$ cat src/design/scr_defines.svh
// register offsets, field positions and counts of the serial receive slice
`ifndef SCR_DEFINES_SVH
`define SCR_DEFINES_SVH

// ==========================================
// register offsets
`define SCR_AW 3
`define SCR_OFS_CTL1 3'h0
`define SCR_OFS_CTL2 3'h1
`define SCR_OFS_CTL3 3'h2
`define SCR_OFS_STAT 3'h3
`define SCR_OFS_DATA 3'h4
`define SCR_OFS_IRC 3'h5

// ==========================================
// control_reg_one fields
`define SCR_C1_LOOP 7
`define SCR_C1_MODEN 6
`define SCR_C1_LEN9 4
`define SCR_C1_WAKE 3
`define SCR_C1_PEN 1
`define SCR_C1_PODD 0

// ==========================================
// control_reg_two fields
`define SCR_C2_RXFIE 5
`define SCR_C2_IDLIE 4
`define SCR_C2_TXEN 3
`define SCR_C2_RXEN 2
`define SCR_C2_STBY 1

// ==========================================
// control_reg_three fields
`define SCR_C3_R8 7
`define SCR_C3_OVERRUN_IRQ_EN 3
`define SCR_C3_NOISE_IRQ_EN 2
`define SCR_C3_FRAMING_IRQ_EN 1
`define SCR_C3_PARITY_IRQ_EN 0

// ==========================================
// status_reg_one fields
`define SCR_S_TXE 7
`define SCR_S_TC 6
`define SCR_S_RXF 5
`define SCR_S_IDLE 4
`define SCR_S_OR 3
`define SCR_S_NF 2
`define SCR_S_FE 1
`define SCR_S_PE 0

// ==========================================
// infrared_control_reg field
`define SCR_IR_EN 0

// ==========================================
// reset values and counts
`define SCR_RST8 8'h00
`define SCR_RT_W 4
`define SCR_RT_FIRST 4'h1
`define SCR_RT_S1 4'h8
`define SCR_RT_S2 4'h9
`define SCR_RT_S3 4'hA
`define SCR_RT_END 4'h0
`define SCR_RT_PER_BIT 16
`define SCR_IDLE_BITS8 10
`define SCR_IDLE_BITS9 11
`define SCR_DBITS8 4'h8
`define SCR_DBITS9 4'h9

`endif

$ cat src/design/scr_pkg.sv
// types of the serial receive slice
package scr_pkg;
    typedef enum logic [3:0] {
        st_hunt = 4'h1,
        st_start = 4'h2,
        st_data = 4'h4,
        st_stop = 4'h8
    } scr_rx_state_t;
endpackage : scr_pkg

$ cat src/design/scr_bit_sampler.sv
// 16x oversampled bit recovery with three-sample majority and noise
`timescale 1ns/1ns
`include "scr_defines.svh"
module scr_bit_sampler (
    input wire logic core_clk_in,
    input wire logic resetn_in,
    input wire logic rt_tick_in,
    input wire logic line_in,
    input wire logic arm_in,
    input wire logic frame_end_in,
    output logic busy_out,
    output logic bit_done_out,
    output logic bit_val_out,
    output logic bit_noise_out
);
    logic busy;
    logic prev_line;
    logic [`SCR_RT_W-1:0] rt;
    logic samp_a;
    logic samp_b;
    logic bit_val;
    logic bit_noise;
    wire fall = arm_in & ~busy & rt_tick_in & prev_line & ~line_in;
    wire step = busy & rt_tick_in;
    wire maj = (samp_a & samp_b) | (samp_a & line_in) | (samp_b & line_in);
    wire agree = (samp_a == samp_b) & (samp_b == line_in);

    assign busy_out = busy;
    assign bit_done_out = step & (rt == `SCR_RT_END);
    assign bit_val_out = bit_val;
    assign bit_noise_out = bit_noise;

    // ==========================================
    // edge hunt and RT count
    always_ff @(posedge core_clk_in or negedge resetn_in) begin
        if (!resetn_in) begin
            busy <= 1'b0;
            prev_line <= 1'b1;
            rt <= `SCR_RT_END;
        end else begin
            if (rt_tick_in)
                prev_line <= line_in;
            if (!arm_in || frame_end_in)
                busy <= 1'b0;
            else if (fall)
                busy <= 1'b1;
            if (fall)
                rt <= `SCR_RT_FIRST;
            else if (step)
                rt <= rt + `SCR_RT_FIRST;
        end
    end

    // ==========================================
    // samples at RT8, RT9, RT10
    always_ff @(posedge core_clk_in or negedge resetn_in) begin
        if (!resetn_in) begin
            samp_a <= 1'b1;
            samp_b <= 1'b1;
            bit_val <= 1'b1;
            bit_noise <= 1'b0;
        end else if (step) begin
            if (rt == `SCR_RT_S1)
                samp_a <= line_in;
            if (rt == `SCR_RT_S2)
                samp_b <= line_in;
            if (rt == `SCR_RT_S3) begin
                bit_val <= maj;
                bit_noise <= ~agree;
            end
        end
    end
endmodule : scr_bit_sampler

$ cat src/design/scr_rx_events.sv
// serial receiver events, error flags, pin ownership and control register one
// ==========================================
// Overview of operation
// - completed character sets receive-full, irq if enabled
// - idle after 10 or 11 ones
// - overrun keeps old character, drops new
// - overrun error irq gated by its enable
// - noise on start, data, stop sets noise
// - noise error irq gated by its enable
// - zero at stop bit sets framing error
// - parity check failure sets parity error
// - wait mode: runs, registers inaccessible, irqs wake
// - stop mode halts, keeps registers
// - break without clear-enable: reads clear no flags
// - two-step clear finishes only after break
// - clear-enable lets flags clear during break
// - enabled module owns both pin directions
// - transmit pin idles high, infrared, hi-z
// - receive pin sampled only when receiver enabled
// - module disabled returns pins to port
// - loop feeds transmitter into receiver
// - module enable; clearing forces transmit flags
// - length bit picks 9 or 8 bits
// - wake bit: address mark or idle line
// - reset clears control register one bits
// - standby suppresses receiver irqs until wakeup
// - wakeup effects on receive-full and idle
`timescale 1ns/1ns
`include "scr_defines.svh"
module scr_rx_events (
    input wire logic core_clk_in,
    input wire logic resetn_in,
    input wire logic [`SCR_AW-1:0] reg_addr_in,
    input wire logic [7:0] reg_wdata_in,
    input wire logic reg_wr_in,
    input wire logic reg_rd_in,
    output logic [7:0] reg_rdata_out,
    input wire logic rt_tick_in,
    input wire logic wait_mode_in,
    input wire logic stop_mode_in,
    input wire logic debug_break_in,
    input wire logic break_clear_en_in,
    input wire logic tx_serial_in,
    input wire logic tx_ir_in,
    input wire logic tx_busy_in,
    input wire logic tx_empty_in,
    input wire logic tx_complete_in,
    input wire logic tx_irq_req_in,
    input wire logic ir_rx_decoded_in,
    input wire logic port_b0_data_in,
    input wire logic port_b0_dir_in,
    input wire logic port_b1_data_in,
    input wire logic port_b1_dir_in,
    input wire logic port_b1_in,
    output logic port_b0_out,
    output logic port_b0_oe_out,
    output logic port_b1_out,
    output logic port_b1_oe_out,
    output logic baud_en_out,
    output logic tx_flags_force_out,
    output logic rx_irq_out,
    output logic err_irq_out,
    output logic tx_irq_out
);
    // ==========================================
    // registers
    logic [7:0] control_reg_one;
    logic [7:0] control_reg_two;
    logic [7:0] control_reg_three;
    logic [7:0] infrared_control_reg;
    logic [7:0] data_reg;
    logic rx_bit8;
    logic rx_full_flag;
    logic idle_flag;
    logic overrun_flag;
    logic noise_flag;
    logic framing_err_flag;
    logic parity_err_flag;
    logic clear_armed;
    logic [7:0] rdata;
    logic b1_meta;
    logic b1_sync;
    logic b0_out;
    logic b0_oe;
    logic b1_out;
    logic b1_oe;

    // ==========================================
    // receiver state
    scr_pkg::scr_rx_state_t state;
    scr_pkg::scr_rx_state_t next_state;
    logic [3:0] bit_cnt;
    logic [8:0] shift;
    logic frame_noise;
    logic [7:0] idle_cnt;
    logic idle_armed;

    // ==========================================
    // control fields
    wire loopback_sel = control_reg_one[`SCR_C1_LOOP];
    wire module_en = control_reg_one[`SCR_C1_MODEN];
    wire len9 = control_reg_one[`SCR_C1_LEN9];
    wire wake_addr = control_reg_one[`SCR_C1_WAKE];
    wire parity_en = control_reg_one[`SCR_C1_PEN];
    wire parity_odd = control_reg_one[`SCR_C1_PODD];
    wire rx_full_irq_en = control_reg_two[`SCR_C2_RXFIE];
    wire idle_irq_en = control_reg_two[`SCR_C2_IDLIE];
    wire tx_en = control_reg_two[`SCR_C2_TXEN];
    wire rx_en = control_reg_two[`SCR_C2_RXEN];
    wire rx_standby = control_reg_two[`SCR_C2_STBY];
    wire overrun_irq_en = control_reg_three[`SCR_C3_OVERRUN_IRQ_EN];
    wire noise_irq_en = control_reg_three[`SCR_C3_NOISE_IRQ_EN];
    wire framing_irq_en = control_reg_three[`SCR_C3_FRAMING_IRQ_EN];
    wire parity_irq_en = control_reg_three[`SCR_C3_PARITY_IRQ_EN];
    wire infrared_en = infrared_control_reg[`SCR_IR_EN];

    // ==========================================
    // bus decode; cpu cannot reach registers in wait mode
    wire acc_wr = reg_wr_in & ~wait_mode_in;
    wire acc_rd = reg_rd_in & ~wait_mode_in;
    wire sel_c1 = reg_addr_in == `SCR_OFS_CTL1;
    wire sel_c2 = reg_addr_in == `SCR_OFS_CTL2;
    wire sel_c3 = reg_addr_in == `SCR_OFS_CTL3;
    wire sel_st = reg_addr_in == `SCR_OFS_STAT;
    wire sel_dr = reg_addr_in == `SCR_OFS_DATA;
    wire sel_ir = reg_addr_in == `SCR_OFS_IRC;
    // break protection: flags may clear only outside break or with enable
    wire clr_ok = ~debug_break_in | break_clear_en_in;
    wire arm_step = acc_rd & sel_st & clr_ok;
    wire clr_step = acc_rd & sel_dr & clear_armed & clr_ok;

    // ==========================================
    // receive line selection
    wire pin_line = infrared_en ? ir_rx_decoded_in : b1_sync;
    // loop bypasses the infrared path and the pin
    wire rx_line = loopback_sel ? tx_serial_in : pin_line;
    // stop mode halts the receiver; a frame in flight is lost
    wire rx_active = module_en & rx_en & ~stop_mode_in;

    wire samp_busy;
    wire bit_done;
    wire bit_val;
    wire bit_noise;
    wire [3:0] dbits = len9 ? `SCR_DBITS9 : `SCR_DBITS8;
    wire false_start = bit_done & (state == scr_pkg::st_start) & bit_val;
    wire stop_done = bit_done & (state == scr_pkg::st_stop);
    wire frame_end = false_start | stop_done;

    scr_bit_sampler u_sampler (
        .core_clk_in(core_clk_in),
        .resetn_in(resetn_in),
        .rt_tick_in(rt_tick_in),
        .line_in(rx_line),
        .arm_in(rx_active),
        .frame_end_in(frame_end),
        .busy_out(samp_busy),
        .bit_done_out(bit_done),
        .bit_val_out(bit_val),
        .bit_noise_out(bit_noise)
    );

    // ==========================================
    // character completion
    wire [8:0] rx_char = len9 ? shift : {1'b0, shift[8:1]};
    wire char_msb = len9 ? shift[8] : shift[7];
    wire par_bad = parity_en & ((^rx_char) != parity_odd);
    wire frame_bad = ~bit_val;
    wire mark_wake = rx_standby & wake_addr & char_msb;
    // in standby, characters without an address mark are dropped
    wire char_take = stop_done & (~rx_standby | mark_wake);
    wire char_new = char_take & ~rx_full_flag;
    wire char_lost = char_take & rx_full_flag;

    // ==========================================
    // idle line detection
    wire [7:0] idle_ticks = len9 ?
        8'(`SCR_IDLE_BITS9 * `SCR_RT_PER_BIT) :
        8'(`SCR_IDLE_BITS8 * `SCR_RT_PER_BIT);
    wire line_quiet = rx_active & ~samp_busy & rx_line;
    wire idle_hit = line_quiet & rt_tick_in & idle_armed &
        (idle_cnt == idle_ticks - 8'h01);
    // the idle character that wakes standby sets no idle flag
    wire idle_wake = idle_hit & rx_standby & ~wake_addr;
    wire idle_set = idle_hit & ~rx_standby;

    // ==========================================
    // frame sequencing
    always_comb begin
        next_state = state;
        case (state)
            scr_pkg::st_hunt: begin
                if (samp_busy)
                    next_state = scr_pkg::st_start;
            end
            scr_pkg::st_start: begin
                if (!samp_busy || false_start)
                    next_state = scr_pkg::st_hunt;
                else if (bit_done)
                    next_state = scr_pkg::st_data;
            end
            scr_pkg::st_data: begin
                if (!samp_busy)
                    next_state = scr_pkg::st_hunt;
                else if (bit_done && bit_cnt == dbits)
                    next_state = scr_pkg::st_stop;
            end
            scr_pkg::st_stop: begin
                if (!samp_busy || bit_done)
                    next_state = scr_pkg::st_hunt;
            end
            default: next_state = scr_pkg::st_hunt;
        endcase
    end

    always_ff @(posedge core_clk_in or negedge resetn_in) begin
        if (!resetn_in) begin
            state <= scr_pkg::st_hunt;
            bit_cnt <= 4'h0;
            shift <= 9'h000;
            frame_noise <= 1'b0;
        end else begin
            state <= next_state;
            if (state == scr_pkg::st_hunt)
                bit_cnt <= 4'h0;
            else if (bit_done)
                bit_cnt <= bit_cnt + 4'h1;
            if (bit_done && state == scr_pkg::st_data)
                shift <= {bit_val, shift[8:1]};
            // noise on any bit, start through stop, breaks included
            if (state == scr_pkg::st_hunt)
                frame_noise <= 1'b0;
            else if (bit_done && bit_noise)
                frame_noise <= 1'b1;
        end
    end

    always_ff @(posedge core_clk_in or negedge resetn_in) begin
        if (!resetn_in) begin
            idle_cnt <= 8'h00;
            idle_armed <= 1'b0;
        end else begin
            if (!line_quiet)
                idle_cnt <= 8'h00;
            else if (rt_tick_in && idle_cnt != idle_ticks)
                idle_cnt <= idle_cnt + 8'h01;
            // one idle report per quiet spell, rearmed by a character
            if (stop_done)
                idle_armed <= 1'b1;
            else if (idle_hit)
                idle_armed <= 1'b0;
        end
    end

    // ==========================================
    // status flags: a hardware set wins over a clear
    wire err_noise = stop_done & (frame_noise | bit_noise);
    always_ff @(posedge core_clk_in or negedge resetn_in) begin
        if (!resetn_in) begin
            rx_full_flag <= 1'b0;
            idle_flag <= 1'b0;
            overrun_flag <= 1'b0;
            noise_flag <= 1'b0;
            framing_err_flag <= 1'b0;
            parity_err_flag <= 1'b0;
            clear_armed <= 1'b0;
        end else begin
            rx_full_flag <= char_new | (rx_full_flag & ~clr_step);
            idle_flag <= idle_set | (idle_flag & ~clr_step);
            overrun_flag <= char_lost |
                (overrun_flag & ~clr_step);
            noise_flag <= (char_take & err_noise) |
                (noise_flag & ~clr_step);
            framing_err_flag <= (char_take & frame_bad) |
                (framing_err_flag & ~clr_step);
            parity_err_flag <= (char_take & par_bad) |
                (parity_err_flag & ~clr_step);
            // first step survives break; second step waits for its end
            if (arm_step)
                clear_armed <= 1'b1;
            else if (clr_step)
                clear_armed <= 1'b0;
        end
    end

    // ==========================================
    // data register: older character kept on overrun
    always_ff @(posedge core_clk_in or negedge resetn_in) begin
        if (!resetn_in) begin
            data_reg <= `SCR_RST8;
            rx_bit8 <= 1'b0;
        end else if (char_new) begin
            data_reg <= rx_char[7:0];
            rx_bit8 <= len9 ? rx_char[8] : rx_char[7];
        end
    end

    // ==========================================
    // control registers
    wire [7:0] c2_keep = control_reg_two &
        8'((1 << `SCR_C2_TXEN) | (1 << `SCR_C2_RXEN));
    // enables of transmitter and receiver take writes only when enabled
    wire [7:0] c2_wr = module_en ? reg_wdata_in :
        ((reg_wdata_in & ~8'((1 << `SCR_C2_TXEN) | (1 << `SCR_C2_RXEN)))
        | c2_keep);
    wire stby_wake = mark_wake & stop_done | idle_wake;

    always_ff @(posedge core_clk_in or negedge resetn_in) begin
        if (!resetn_in) begin
            control_reg_one <= `SCR_RST8;
            control_reg_two <= `SCR_RST8;
            control_reg_three <= `SCR_RST8;
            infrared_control_reg <= `SCR_RST8;
        end else begin
            if (acc_wr && sel_c1)
                control_reg_one <= reg_wdata_in;
            if (acc_wr && sel_c2)
                control_reg_two <= c2_wr;
            else if (stby_wake)
                control_reg_two[`SCR_C2_STBY] <= 1'b0;
            if (acc_wr && sel_c3)
                control_reg_three <= reg_wdata_in;
            if (acc_wr && sel_ir)
                infrared_control_reg <= reg_wdata_in;
        end
    end

    // ==========================================
    // read path, one cycle latency
    wire [7:0] stat_rd = {tx_empty_in | ~module_en,
        tx_complete_in | ~module_en, rx_full_flag, idle_flag,
        overrun_flag, noise_flag, framing_err_flag, parity_err_flag};
    wire [7:0] c3_rd = {rx_bit8, control_reg_three[6:0]};
    wire [7:0] rd_mux = sel_c1 ? control_reg_one :
        sel_c2 ? control_reg_two :
        sel_c3 ? c3_rd :
        sel_st ? stat_rd :
        sel_dr ? data_reg :
        sel_ir ? infrared_control_reg : `SCR_RST8;

    always_ff @(posedge core_clk_in or negedge resetn_in) begin
        if (!resetn_in)
            rdata <= `SCR_RST8;
        else if (acc_rd)
            rdata <= rd_mux;
        else
            rdata <= `SCR_RST8;
    end

    // ==========================================
    // pins; port logic owns both while the module is off
    wire tx_drive = tx_en | tx_busy_in;
    wire tx_level = infrared_en ? tx_ir_in : tx_serial_in;
    always_ff @(posedge core_clk_in or negedge resetn_in) begin
        if (!resetn_in) begin
            b1_meta <= 1'b1;
            b1_sync <= 1'b1;
            b0_out <= 1'b0;
            b0_oe <= 1'b0;
            b1_out <= 1'b0;
            b1_oe <= 1'b0;
        end else begin
            b1_meta <= port_b1_in;
            b1_sync <= b1_meta;
            if (module_en) begin
                b0_out <= tx_drive ? tx_level : 1'b1;
                b0_oe <= tx_drive;
                b1_out <= 1'b0;
                b1_oe <= 1'b0;
            end else begin
                b0_out <= port_b0_data_in;
                b0_oe <= port_b0_dir_in;
                b1_out <= port_b1_data_in;
                b1_oe <= port_b1_dir_in;
            end
        end
    end

    // ==========================================
    // interrupt requests are plain levels of flag and enable
    wire rx_req = (rx_full_flag & rx_full_irq_en) |
        (idle_flag & idle_irq_en);
    wire err_req = (overrun_flag & overrun_irq_en) |
        (noise_flag & noise_irq_en) |
        (framing_err_flag & framing_irq_en) |
        (parity_err_flag & parity_irq_en);

    assign reg_rdata_out = rdata;
    assign port_b0_out = b0_out;
    assign port_b0_oe_out = b0_oe;
    assign port_b1_out = b1_out;
    assign port_b1_oe_out = b1_oe;
    assign baud_en_out = module_en;
    assign tx_flags_force_out = ~module_en;
    assign rx_irq_out = rx_req & ~rx_standby;
    assign err_irq_out = err_req;
    assign tx_irq_out = tx_irq_req_in & module_en;
endmodule : scr_rx_events

$ cat config.mk
export PLATFORM = sky130hd
export DESIGN_NAME = scr_rx_events
export DESIGN_NICKNAME = d
export VERILOG_FILES = /design/src/design/scr_pkg.sv /design/src/design/scr_bit_sampler.sv /design/src/design/scr_rx_events.sv
export VERILOG_INCLUDE_DIRS = /design/src /design/src/design
export SDC_FILE = /design/constraint.sdc
export NUM_CORES = 1
export LEC_CHECK = 0
export BUFFER_PORTS_ARGS = -buffer_cell sky130_fd_sc_hd__buf_2
export CORE_MARGIN = 5
export CORE_UTILIZATION = 40
export CTS_CLUSTER_SIZE = 8
export DETAILED_ROUTE_END_ITERATION = 8
export HOLD_SLACK_MARGIN = 0.08
export PLACE_DENSITY_LB_ADDON = 0.1
export SLEW_MARGIN = 20
export SYNTH_ARGS = -nofsm -noshare
export SYNTH_HDL_FRONTEND = slang
export SYNTH_SLANG_ARGS = --single-unit
export TNS_END_PERCENT = 10
$ cat constraint.sdc
create_clock -name core_clk_in -period 3.1 [get_ports core_clk_in]
set_clock_uncertainty 0.2 [all_clocks]
set_input_delay 0.775 -clock core_clk_in [delete_from_list [all_inputs] [get_ports core_clk_in]]
set_output_delay 0.775 -clock core_clk_in [all_outputs]
set_load 0.03 [all_outputs]
==> results.py <==
metrics = {
    "layout": {
        "largest_reg_flops": 9,
        "n_fill_cell": 1063,
        "largest_register": "shift",
        "antenna_cells": 0,
        "final_nets": 533,
        "final_util_pct": 48.38,
        "final_cell_area_sq_um": 5595,
        "fin_cells": 640,
        "layout-drive-gt1-share_pct": 26.76,
        "area_growth_pct": 17.25,
    },
    "global_route": {
        "grt_max_degree": 45,
        "grt_first_pass_wirelength_microns": 17980,
        "grt.total_usage_pct": 15.91,
        "grt_overflow": 0,
        "grt_pass1_vias": 3365,
        "antenna_found_initial": 0,
    },
    "setup_path": {
        "crit_arrival_ns": 2.38,
        "critPathLaunchType": "input pin",
        "cp-end-kind": "flip-flop",
        "slowest_stage": "or4b_1",
        "cp_max_fo": 10,
        "crit_start": "rt_tick_in",
        "path_cells": "buf_2 -> nand2_4 -> nor4b_4 -> or4b_1 -> buf_4 -> o21ai_0",
        "critical-path-top-delay-family": "simple AND/OR/NAND/NOR gates",
        "cp.required_ns": 3.15,
        "rr_startpoint": "u_sampler.busy_out",
        "path_class": "input pin to flip-flop",
        "cp_num_buf_inv": 2,
        "cpPeakStageDelay_ns": 0.65,
    },
    "die": {
        "fp.dieH_microns": 119.2,
        "core_area_sq_um": 11560,
        "start_util_pct": 41.26,
        "row_count": 39,
        "io_pins": 49,
        "dieArea_sq_um": 14210,
        "dieWidth_microns": 119.2,
    },
    "clocking": {
        "clkTransAtPathRegs_ns": 0.06,
        "ctsHoldBuffers": 0,
        "cts_resized": 0,
        "numCtsBuffers": 9,
        "ctsHtreeMaxLevel": 3,
        "clock_latency_ns": 0.35,
        "clockBufferDepth": 2,
        "post-cts-setup-buffers": 0,
        "cts-root-buf": "clkbuf_16",
        "cts_sinks": 98,
        "tritoncts": "yes",
    },
    "placed_design": {
        "postPlaceCellArea_sq_um": 5235,
        "place_congestion": 0.8332,
        "dpl.hpwl_microns": 7748,
        "placed_cells": 624,
        "dp_slack_ns": 0.4025,
        "portBuffers": 48,
    },
    "pwr": {
        "ir_worst_vdd_mv": 0.3107,
        "p_leak_nw": 2.601,
        "cellPowerDensity_nw_per_um2": 575.6,
    },
    "outcome": {
        "status": "complete, no violations",
    },
    "synthesis": {
        "synth_area_per_cell_sq_um": 10.95,
        "syn_nets": 477,
        "yosys_warnings": 0,
        "synth-seq-area-share_pct": 51.57,
        "async_flop_share_pct": 100.0,
        "syn_inst": 436,
        "synth_edf_count": 0,
        "synth_seq_cells": 98,
        "synthDistinctLibCells": 50,
        "yosys_most_used_dff": "dfrtp_1",
        "synthesis.area_sq_um": 4772,
    },
    "sta": {
        "worstMarginPinSlew_ns": 0.5866,
        "grt_setup_unrepaired": "false",
        "finalHoldViolCount": 0,
        "fin_crit_sh_pct": 74.88,
        "finalSetupViolCount": 0,
        "drv_slew": 0,
        "max_freq_mhz": 430.8,
        "setup-tns-final_ns": 0,
        "slew_headroom_pct": 60.89,
        "setup_ws_ns": 0.7786,
        "period_needed_ns": 2.321,
    },
    "route": {
        "firstDrtPassIters": 4,
        "drt-total-wl_microns": 10460,
        "drc": 0,
        "wl_per_cell_microns": 16.34,
        "via_count": 3301,
        "drt_iter0_drc": 165,
        "viasPerCell": 5.158,
        "drtAntennaViolNets": 0,
    },
    "min_path": {
        "min-delay-start": "b1_meta",
        "hp-class": "flip-flop to flip-flop",
    },
    "run": {
        "drv_cap": 0,
    },
}
-- power breakdown --
| part | total, mW | internal [mW] | switching [mW] |
|---|---|---|---|
| registers | 1.47 | 1.39 | 0.0768 |
| logic | 0.412 | 0.184 | 0.228 |
| clock network | 1.34 | 0.871 | 0.467 |
| total | 3.22 | 2.45 | 0.772 |
-- synthesized netlist by cell type, types with 2 or more instances --
cell type,n,area [sq um]
nand2_1,39,146.4
buf_1,2,7.510
dfrtp_1,91,2277
nor3_2,2,20.02
a22oi_1,3,22.52
o211a_1,2,20.02
mux2_2,43,484.2
mux2i_1,25,250.2
nand4_1,3,18.77
or2_2,2,12.51
buf_2,4,20.02
dfstp_2,7,183.9
a31oi_1,2,12.51
xor2_1,10,87.58
nand4b_1,2,17.52
o21ai_0,24,120.1
inv_1,9,33.78
a21boi_0,3,22.52
nor2b_1,6,37.54
o22ai_1,3,18.77
and2_1,3,18.77
a21oi_1,15,75.07
a211oi_1,8,60.06
o21ai_1,2,10.01
clkbuf_1,9,33.78
ha_1,9,112.6
nor4b_1,3,26.28
and3_1,3,18.77
xnor2_1,15,131.4
nor2_1,52,195.2
nand3b_1,2,15.01
nand2b_1,5,31.28
nand3_1,11,55.05
-- cells in the final DEF, fill, tap and decap left out, types with 7 or more instances in the layout --
master,netlist,layout
clkbuf_16,0,9
nor2_1,52,52
nand3_1,11,11
dfstp_2,7,7
buf_2,4,47
inv_1,9,9
xnor2_1,15,15
a211oi_1,8,8
dfrtp_1,91,91
mux2_2,43,43
o21ai_0,24,24
buf_4,1,13
ha_1,9,9
a21oi_1,15,15
xor2_1,10,10
nand2_1,39,39
mux2i_1,25,25
-- metrics by stage --
step / hold WS [ns] / power (mW)
2_1_floorplan: 0.1452 / 1.748
3_3_place_gp: 0.1493 / 1.906
3_5_place_dp: 0.1507 / 1.911
4_1_cts: 0.1601 / 3.272
5_1_grt: 0.1678 / 3.371
6_report: 0.1576 / 3.221
-- path summary, 6_finish.rpt --
check	to	slack, ns	cells after the start
worst min-delay path	b1_sync	0.16	0
worst max-delay path	data_reg[6]	0.78	6
max in group asynchronous	u_sampler.prev_line	1.73	2
min in group asynchronous	clear_armed	0.22	1
worst max register to register	data_reg[6]	0.79	5
worst min register to register	b1_sync	0.16	0
-- per-layer routing --
layer,vias to the layer above,global-route usage (%),wire (microns)
met4,0,3.910,126
met2,51,24.27,4629
met1,1595,22.20,5223
li1,1643,-,-
met5,-,0,0
met3,12,4.929,477
-- worst reg2reg max path, cell delays in order, from the launching register on --
cell and delay (ns):
dfrtp_1 0.58, nand2_4 0.13, nor4b_4 0.24, or4b_1 0.65, buf_4 0.24, o21ai_0 0.18
-- cell type report --
cell class / count / area (sq um) / area share, %
clock buffers: 11 / 232.7 / 4.159
clock inverters: 5 / 127.6 / 2.281
inverters: 9 / 33.78 / 0.6038
multi-input cells: 313 / 2208 / 39.47
flip-flops and latches: 98 / 2461 / 43.98
well taps: 143 / 178.9 / 3.198
repair buffers: 61 / 352.8 / 6.306
-- kinds of logic (layout without fill, tap and decap cells) --
group                    after synthesis  count (layout)  share of synthesized area [%]
AND/OR/NAND/NOR                      140             140                          14.50
multiplexers                          69              69                          15.71
XOR/XNOR                              25              25                          4.588
adder cells (fa/ha/maj)                9               9                          2.360
AO/OA/AOI/OAI                         70              70                          9.125
buffers and inverters                 25              86                          2.150
flip-flops                            98              98                          51.57
(Power assumes the default switching activity.)
